[src/verilog/mcl_pkg.sv]
/*
  Package for the modem control and loopback block.
  Holds register offsets, field positions, reset values and the interrupt source layout.
  Assumes a 32-bit classic Wishbone bus with byte addresses.
*/
package mcl_pkg;
  // Register byte offsets.
  localparam logic [3:0] OFS_CTRL = 4'h0;
  localparam logic [3:0] OFS_ENA = 4'h4;
  localparam logic [3:0] OFS_STS = 4'h8;
  localparam logic [3:0] OFS_MSK = 4'hC;
  // Modem control register field positions.
  localparam int CTRL_INT_TYPE = 5;
  localparam int CTRL_LOOP = 4;
  localparam int CTRL_AUX_TWO = 3;
  localparam int CTRL_AUX_ONE = 2;
  localparam int CTRL_RTS = 1;
  localparam int CTRL_DTR = 0;
  // Reset values.
  localparam logic [7:0] CTRL_RST = 8'h00;
  localparam logic [3:0] ENA_RST = 4'h0;
  localparam logic [3:0] MSK_RST = 4'h0;
  // Interrupt source positions, shared by enable, status and mask.
  localparam int SRC_RX = 0;
  localparam int SRC_TX = 1;
  localparam int SRC_MODEM = 2;
  localparam int SRC_LOOPCHG = 3;
  // Unmapped reads return this value.
  localparam logic [31:0] RD_NONE = 32'h0000_0000;
endpackage

[src/verilog/modem_control_loopback.sv]
/*
  Modem control register with loopback routing, interrupt pin style and a
  small interrupt status block, reached over classic Wishbone.
  Assumes one 10 MHz clock, an asynchronous active-low reset, and that the
  receiver and transmitter event pulses come from logic on the same clock.
*/
// Decided for this implementation: the Wishbone register port and the address map.
// Summary of operation
// - Bit 5 picks push-pull or open-source interrupt.
// - 68 bus mode forces open-drain interrupt.
// - Bit 4 loopback cuts serial and modem pins.
// - Loopback wires modem outputs into modem inputs.
// - Receive and transmit interrupts work in loopback.
// - Loopback modem interrupts come from low bits.
// - Interrupt enable gates every source always.
// - Bit 3 feeds carrier detect, bit 2 ring.
// - Bits 1,0 drive request and ready, low active.
// - Cleared loopback bit means normal operation.
module modem_control_loopback
  import mcl_pkg::*;
(
  input wire logic clk, // Block clock, 10 MHz.
  input wire logic rst_n, // Asynchronous reset, active low.
  input wire logic wb_cyc_i, // Wishbone cycle.
  input wire logic wb_stb_i, // Wishbone strobe.
  input wire logic wb_we_i, // Wishbone write enable.
  input wire logic [3:0] wb_adr_i, // Wishbone byte address.
  input wire logic [3:0] wb_sel_i, // Wishbone byte selects.
  input wire logic [31:0] wb_dat_i, // Wishbone write data.
  output logic [31:0] wb_dat_o, // Wishbone read data.
  output logic wb_ack_o, // Wishbone acknowledge.
  input wire logic bus16_mode, // Bus style select pin, high for 16 style.
  input wire logic rx_pin, // Serial receive pin.
  output logic tx_pin, // Serial transmit pin.
  input wire logic cts_n_pin, // Clear-to-send pin, active low.
  input wire logic dsr_n_pin, // Data-set-ready pin, active low.
  input wire logic carrier_detect_n, // Carrier detect pin, active low.
  input wire logic ring_ind_n, // Ring indicator pin, active low.
  output logic rts_n, // Request-to-send pin, active low.
  output logic dtr_n, // Terminal-ready pin, active low.
  input wire logic uart_tx_data, // Serial data from the transmitter.
  output logic uart_rx_data, // Serial data to the receiver.
  output logic [3:0] modem_status_n, // Modem inputs seen by the core: carrier, ring, dsr, cts.
  input wire logic rx_event, // Receiver interrupt event pulse.
  input wire logic tx_event, // Transmitter interrupt event pulse.
  output logic int_o, // Interrupt pin output value.
  output logic int_oe, // Interrupt pin output enable.
  output logic irq // Level interrupt to the local processor.
);

  ////////////////////////////////////////////////////////////////////////////
  // Registers and bus decode.

  logic [7:0] modem_control_reg_ff; // Modem control register.
  logic [3:0] int_enable_reg_ff; // Interrupt enable per source.
  logic [3:0] sts_ff; // Sticky interrupt status.
  logic [3:0] msk_ff; // Interrupt mask.
  logic ack_ff; // Bus acknowledge.
  logic [31:0] rdat_ff; // Read data.
  logic [3:0] pins_sync; // Synchronised carrier, ring, dsr, cts pins.
  logic rx_sync; // Synchronised receive pin.
  logic bus16_sync; // Synchronised bus style strap.
  logic [3:0] modem_prev_ff; // Previous modem status for change detect.

  wire req = wb_cyc_i && wb_stb_i && !ack_ff; // New request this cycle.
  wire wr = req && wb_we_i; // Write request.
  wire rd = req && !wb_we_i; // Read request.
  wire hit_ctrl = wb_adr_i == OFS_CTRL; // Modem control selected.
  wire hit_ena = wb_adr_i == OFS_ENA; // Enable register selected.
  wire hit_sts = wb_adr_i == OFS_STS; // Status register selected.
  wire hit_msk = wb_adr_i == OFS_MSK; // Mask register selected.
  wire wr_ctrl = wr && hit_ctrl && wb_sel_i[0]; // Modem control write.
  wire wr_ena = wr && hit_ena && wb_sel_i[0]; // Enable write.
  wire wr_msk = wr && hit_msk && wb_sel_i[0]; // Mask write.
  wire rd_sts = rd && hit_sts; // Status read, clears it.
  wire loop_on = modem_control_reg_ff[CTRL_LOOP]; // Loopback active.

  // Read multiplexer; unmapped addresses read zero.
  wire [31:0] rd_mux = hit_ctrl ? {24'h000000, modem_control_reg_ff} :
                       hit_ena ? {28'h0000000, int_enable_reg_ff} :
                       hit_sts ? {28'h0000000, sts_ff} :
                       hit_msk ? {28'h0000000, msk_ff} : RD_NONE;

  ////////////////////////////////////////////////////////////////////////////
  // Pin synchronisers.

  // Modem input pins pass two flip-flops.
  modem_sync #(.W(4), .INIT(4'hF)) u_sync_modem (
    .clk(clk),
    .rst_n(rst_n),
    .d({carrier_detect_n, ring_ind_n, dsr_n_pin, cts_n_pin}),
    .q(pins_sync)
  );

  // Receive pin passes two flip-flops.
  modem_sync #(.W(1), .INIT(1'b1)) u_sync_rx (
    .clk(clk),
    .rst_n(rst_n),
    .d(rx_pin),
    .q(rx_sync)
  );

  // The bus style strap is a pin too; a change reaches the interrupt pin
  // style two cycles later, which is harmless for a board strap.
  modem_sync #(.W(1), .INIT(1'b1)) u_sync_style (
    .clk(clk),
    .rst_n(rst_n),
    .d(bus16_mode),
    .q(bus16_sync)
  );

  ////////////////////////////////////////////////////////////////////////////
  // Loopback routing.

  // In loopback, aux two feeds carrier detect, aux one ring, request feeds
  // clear-to-send and ready feeds data-set-ready, all inverted as pins would.
  wire [3:0] loop_status_n = ~{modem_control_reg_ff[CTRL_AUX_TWO],
                               modem_control_reg_ff[CTRL_AUX_ONE],
                               modem_control_reg_ff[CTRL_DTR],
                               modem_control_reg_ff[CTRL_RTS]};
  wire [3:0] nxt_status_n = loop_on ? loop_status_n : pins_sync;

  assign modem_status_n = nxt_status_n;
  assign uart_rx_data = loop_on ? uart_tx_data : rx_sync;
  assign tx_pin = loop_on ? 1'b1 : uart_tx_data;
  assign rts_n = loop_on ? 1'b1 : ~modem_control_reg_ff[CTRL_RTS];
  assign dtr_n = loop_on ? 1'b1 : ~modem_control_reg_ff[CTRL_DTR];

  ////////////////////////////////////////////////////////////////////////////
  // Interrupt sources and status.

  wire modem_chg = modem_prev_ff != nxt_status_n; // Any modem line changed.
  wire loop_chg = wr_ctrl && (wb_dat_i[CTRL_LOOP] != loop_on); // Loopback toggled.
  wire [3:0] raw_evt = {loop_chg, modem_chg, tx_event, rx_event}; // Source events.
  wire [3:0] gated_evt = raw_evt & int_enable_reg_ff;
  wire [3:0] nxt_sts = gated_evt | (rd_sts ? 4'h0 : sts_ff); // Set wins over clear.
  wire int_act = |(sts_ff & msk_ff); // Unmasked event pending.

  // Remember the modem status for change detection.
  always_ff @(posedge clk or negedge rst_n) begin
    if (!rst_n) begin
      modem_prev_ff <= 4'hF;
    end else begin
      modem_prev_ff <= nxt_status_n;
    end
  end

  // Modem control register; clears to zero on reset.
  always_ff @(posedge clk or negedge rst_n) begin
    if (!rst_n) begin
      modem_control_reg_ff <= CTRL_RST;
    end else if (wr_ctrl) begin
      modem_control_reg_ff <= wb_dat_i[7:0];
    end
  end

  // Enable, mask and status registers.
  always_ff @(posedge clk or negedge rst_n) begin
    if (!rst_n) begin
      int_enable_reg_ff <= ENA_RST;
      msk_ff <= MSK_RST;
      sts_ff <= 4'h0;
    end else begin
      if (wr_ena) begin
        int_enable_reg_ff <= wb_dat_i[3:0];
      end
      if (wr_msk) begin
        msk_ff <= wb_dat_i[3:0];
      end
      sts_ff <= nxt_sts;
    end
  end

  // Bus answer one cycle after the request.
  always_ff @(posedge clk or negedge rst_n) begin
    if (!rst_n) begin
      ack_ff <= 1'b0;
      rdat_ff <= RD_NONE;
    end else begin
      ack_ff <= req;
      rdat_ff <= rd ? rd_mux : RD_NONE;
    end
  end

  assign wb_ack_o = ack_ff;
  assign wb_dat_o = rdat_ff;
  assign irq = int_act;

  ////////////////////////////////////////////////////////////////////////////
  // Interrupt pin style.

  wire style_open = !bus16_sync || modem_control_reg_ff[CTRL_INT_TYPE];
  wire open_drain = !bus16_sync; // Pulls low when active, 68 style.

  // Push-pull drives always; open-source drives only high when active;
  // open-drain drives only low when active (active-low in that style).
  assign int_o = open_drain ? 1'b0 : int_act;
  assign int_oe = !style_open ? 1'b1 : int_act;
endmodule

[src/verilog/modem_sync.sv]
/*
  Two flip-flop synchroniser for a group of pin inputs.
  Assumes the inputs come from outside the clk domain.
*/
module modem_sync #(
  parameter int W = 4,
  parameter logic [W-1:0] INIT = '1
) (
  input wire logic clk, // Block clock.
  input wire logic rst_n, // Asynchronous reset, active low.
  input wire logic [W-1:0] d, // Asynchronous inputs.
  output logic [W-1:0] q // Synchronised outputs.
);
  logic [W-1:0] meta_ff; // First stage, read only by the second.

  // Two stages clocked in series.
  always_ff @(posedge clk or negedge rst_n) begin
    if (!rst_n) begin
      meta_ff <= INIT;
      q <= INIT;
    end else begin
      meta_ff <= d;
      q <= meta_ff;
    end
  end
endmodule
[config.mk]
export PLATFORM = sky130hd
export DESIGN_NAME = modem_control_loopback
export DESIGN_NICKNAME = d
export VERILOG_FILES = /design/src/verilog/mcl_pkg.sv /design/src/verilog/modem_control_loopback.sv /design/src/verilog/modem_sync.sv
export SDC_FILE = /design/constraint.sdc
export NUM_CORES = 1
export LEC_CHECK = 0
export BUFFER_PORTS_ARGS = -buffer_cell sky130_fd_sc_hd__buf_2
export CORE_UTILIZATION = 49
export CTS_CLUSTER_SIZE = 20
export DETAILED_ROUTE_END_ITERATION = 8
export MAX_ROUTING_LAYER = met4
export PLACE_DENSITY = 0.93
export SLEW_MARGIN = 10
export SYNTH_ARGS = -nofsm -noshare
export SYNTH_HDL_FRONTEND = slang
export SYNTH_SLANG_ARGS = --single-unit
[constraint.sdc]
create_clock -name clk -period 2.31 [get_ports clk]
set_input_delay 0.693 -clock clk [delete_from_list [all_inputs] [get_ports clk]]
set_output_delay 0.693 -clock clk [all_outputs]
set_load 0.05 [all_outputs]
Word-level counts from Yosys, hierarchy flattened. Cells that the tools add are included.

Muxes and demuxes: 13. Reductions and logical operators: 18. Bitwise gates (word level): 6. Equal/unequal tests: 5.

Operator list (count): 4-bit two-way mux (5); 8-bit two-way mux (2); 1-bit logical AND (12); 4-bit AND (2); 4-bit == test, second input constant (2); 1-bit two-way mux (6); 4-bit by 3-bit == test with 1-bit output, second input constant (1); 4-bit zero test (1); 4-bit != test (1); 4-bit NOT (1); 4-bit OR (1); 4-bit OR reduction (1); 1-bit zero test (3); 1-bit NOT (2); 1-bit logical OR (1); 1-bit != test (1).

Register bits after elaboration: 45. Output and inout bits: 44. Word-level logic and storage cells: 55. Input bits: 54.

Logic depth before layout (Yosys ltp).
Depth after elaboration: 8. Depth in mapped cells: 6.

Cells and area by module. From an unflattened synthesis, not the netlist that was laid out.

Cell total of the unflattened synthesis: 155. Area, all modules: 1965.6 µm².

By module, submodules not included: modem_control_loopback (instances 1, area an instance 1650.3 µm², sequential area each 830.8 µm², cells an instance 143); modem_sync at u_sync_modem (instances 1, area an instance 210.2 µm², sequential area each 210.2 µm², cells an instance 8); modem_sync at u_sync_rx ... (instances 2, area an instance 52.6 µm², sequential area each 52.6 µm², cells an instance 2).

Worst setup path before layout. OpenSTA, ideal clock, no wires.

Path type: register to output. Start: register modem_control_reg_ff[4]. End: output port modem_status_n[1]. Path buffers: 1. Path slack: 0.071 ns. Arrival time: 1.546 ns. Stages on the path, launching flop included: 3. Path through: dfrtp_1 > buf_2 > mux2i_1.

Longest elaborated chain between the ends: 1.

RTL lines: start, declared (RTL line modem_control_loopback.sv:54) `logic [7:0] modem_control_reg_ff;`; start signal, assigned (RTL line modem_control_loopback.sv:153) `modem_control_reg_ff <= wb_dat_i[7:0];`; 4-bit two-way mux (RTL line modem_control_loopback.sv:121) `wire [3:0] nxt_status_n = loop_on ? loop_status_n : pins_sync;`; end, declared (RTL line modem_control_loopback.sv:43) `output logic [3:0] modem_status_n,`.

Every way passes these cells.

Worst setup path after layout.
Start: register modem_control_reg_ff[4]. End: output port modem_status_n[3].

The elaborated chain is that of the path after synthesis.

==> results.py <==
metrics = {
    "floorplan": {
        "ios": 98,
        "start_util_pct": 52.4,
        "die_w_um": 65.5,
        "coreArea_um2": 3770,
        "rows": 22,
        "dieArea_um2": 4290,
        "die_h_um": 65.5,
    },
    "pwr": {
        "power_mw": 1.70,
        "powerDensity_nw_per_um2": 729,
        "p_leak_nw": 1.19,
        "ir_drop_uv": 483,
    },
    "sta": {
        "setup_viol": 0,
        "fmax_mhz": 468,
        "post-route-period-util_pct": 92.6,
        "maxSlewViolCount": 0,
        "setup_slack_ns": 0.171,
        "hold_slack_ns": 0.351,
        "min_period_ns": 2.14,
        "rsz0062_at_grt": "no",
        "final.setup_skew_ns": 0.00499,
        "hold_viol": 0,
        "tns_ns": 0,
    },
    "clock_tree": {
        "clk_latency_ns": 0.30,
        "cts.clk_slew.worst_paths_ns": 0.07,
        "ctsHtreeMaxLevel": 2,
        "post_cts_resized": 0,
        "cts_tree": "yes",
        "root_buffer": "clkbuf_8",
        "cts_buffers": 5,
        "cts_setup_buffers": 0,
        "cts.sinks": 45,
        "ctsHoldBuffers": 0,
        "clock_path_buffers": 2,
    },
    "placement": {
        "post-place-ws_ns": 0.210,
        "placedCellCount": 254,
        "io_buffers": 46,
        "gp_congestion": 0.812,
        "dp_hpwl_um": 2520,
        "place_area_um2": 2250,
    },
    "logic_synthesis": {
        "synthAdderAreaFrac_pct": 0,
        "ys_warn_count": 0,
        "yosys.area_share.simple_pct": 10.5,
        "synth_compound_area_share_pct": 4.12,
        "ys_ff_latch": 45,
        "synth_top_family_by_area": "multiplexers",
        "synth-xor-area-share_pct": 2.22,
        "seq_area_frac_synth_pct": 58.0,
        "synth.top_cell.area_share_pct": 36.7,
        "avgSynthCellArea_um2": 12.7,
        "syn-cell-area_um2": 1980,
        "ys_top_cells_by_area": "dfrtp_1 (37%), dfstp_2 (21%), buf_4 (9.1%)",
        "synth_top_area_cell": "dfrtp_1",
        "netlist_instances": 155,
        "synth_mux_area_share_pct": 14.8,
        "ys_types": 29,
    },
    "detailed_routing": {
        "final_antenna_net_count": 0,
        "via_count": 1210,
        "drt-wirelength-per-cell_um": 12.8,
        "drt_pass1_iterations": 4,
        "drt_wl_total_um": 3340,
        "vias_per_cell": 4.62,
        "drc_errors": 0,
        "drt-initial-drc-count": 59,
    },
    "critical_path": {
        "crit_path_cell_trace": "nor2_1 -> a21oi_1 -> buf_2",
        "cp.depth": 3,
        "cp-startpoint": "modem_control_reg_ff[4]",
        "endpoint": "modem_status_n[3]",
        "start_kind": "flip-flop",
        "regToRegStartpoint": "wb_ack_o",
        "critical_path.top_delay_family": "flip-flops",
        "critPathBufInv": 1,
        "critPathMaxFanout": 13,
        "r2r_setup_slack_ns": 0.64,
        "arrival_ns": 1.45,
        "cp_slowest_cell": "dfrtp_2",
        "critical_path_class": "reg2out",
        "end_kind": "output pin",
        "reg2reg_to": "int_enable_reg_ff[3]",
        "cp_slowest_stage_delay_ns": 0.50,
        "r2r_cells": 5,
        "crit_required_ns": 1.62,
    },
    "global_route": {
        "grt_overflow_total": 0,
        "grt_pass1_vias": 1183,
        "antenna_found_initial": 0,
        "grt_use_total_pct": 18.5,
        "grt_max_degree": 25,
        "grt_first_pass_wirelength_um": 5460,
    },
    "finish": {
        "drive_above_1_share_pct": 45.8,
        "n_antenna_cell": 0,
        "stdcell_count": 262,
        "final_area_um2": 2330,
        "final_util_pct": 61.7,
        "nets": 267,
        "areaGrowthSynthToFinish_pct": 17.9,
    },
    "outcome": {
        "status": "completed",
    },
    "worst_hold_path": {
        "worstHoldPathType": "in2async",
    },
    "job": {
        "drv_cap": 0,
    },
}
==> cells in the mapped netlist <==
master and instances:
and2_1 5, or2_2 1, nor2_1 4, dfrtp_1 29, nor3_4 2, nand3b_1 1
nand2_1 12, or2_1 1, nor3_1 2, nor4_2 1, xnor2_1 4, inv_1 2
a22o_1 3, a21oi_1 6, nand4_1 1, buf_4 24, nand3_1 2, xor2_1 1
buf_2 2, dfstp_2 16, a22oi_1 2, mux2i_1 10, mux2_2 16, a32o_1 1
inv_2 1, mux2_1 1, conb_1 1, nand2_2 1, nand2b_1 3
==> power breakdown <==
group | switching [mW] | internal, mW
Combinational | 0.239 | 0.0999
Clock | 0.241 | 0.215
Sequential | 0.0438 | 0.859
Total | 0.524 | 1.17
==> worst min path at each step <==
| stage | slack (ns) | startpoint | end | cells after the start |
|---|---|---|---|---|
| 2_1_floorplan | 0.35 | u_sync_modem.meta_ff[0] | u_sync_modem.q[0] | 0 |
| 3_3_place_gp | 0.35 | u_sync_modem.meta_ff[1] | u_sync_modem.q[1] | 0 |
| 3_5_place_dp | 0.35 | u_sync_modem.meta_ff[1] | u_sync_modem.q[1] | 0 |
| 4_1_cts | 0.36 | rst_n | wb_dat_o[5] | 1 |
| 5_1_grt | 0.36 | u_sync_rx.meta_ff | u_sync_rx.q | 0 |
| 6_report | 0.35 | rst_n | modem_control_reg_ff[3] | 1 |
==> state kept, by name, summed over array words and instances (netlist names), 4 cells and up <==
| name | cells |
|---|---|
| modem_control_reg_ff | 8 |
| wb_dat_o | 8 |
| int_enable_reg_ff | 4 |
| modem_prev_ff | 4 |
| msk_ff | 4 |
| sts_ff | 4 |
| u_sync_modem.meta_ff | 4 |
| u_sync_modem.q | 4 |
==> logic make-up (layout without fill, tap and decap cells) <==
group,Yosys count,in the layout
flip-flops,45,45
AND/OR/NAND/NOR,36,36
buffers and inverters,29,65
multiplexers,27,27
AO/OA/AOI/OAI,12,12
XOR/XNOR,5,5
other,1,24
==> area by class of cell <==
type / instances / area, um^2
Timing Repair Buffer: 54 / 315
Multi-Input combinational cell: 104 / 714
Fill cell: 314 / 1440
Inverter: 3 / 11.3
Clock buffer: 8 / 80.1
Tap cell: 48 / 60.1
Sequential cell: 45 / 1150
==> metal layers <==
| metal | vias to the layer above | part of all wire, % | track usage (%) |
|---|---|---|---|
| met3 | 6 | 6.1 | 6.77 |
| li1 | 595 | - | - |
| met5 | - | 0 | - |
| met1 | 563 | 44 | 22.5 |
| met2 | 46 | 49 | 28.0 |
| met4 | 0 | 1.6 | 7.34 |
==> cells in the final DEF, fill, tap and decap left out, types with 2 or more instances in the layout <==
master,count
buf_2,46
dfrtp_1,28
conb_1,24
mux2_2,16
dfstp_2,16
nand2_1,12
mux2i_1,10
a21oi_1,6
buf_4,6
and2_1,5
clkbuf_8,5
xnor2_1,4
nor2_1,4
a22o_1,3
nand2b_1,3
clkbuf_1,3
inv_1,2
nor3_4,2
nor3_1,2
a22oi_1,2
nand3_1,2
buf_12,2
No activity file was read; power rests on OpenSTA's default activity.
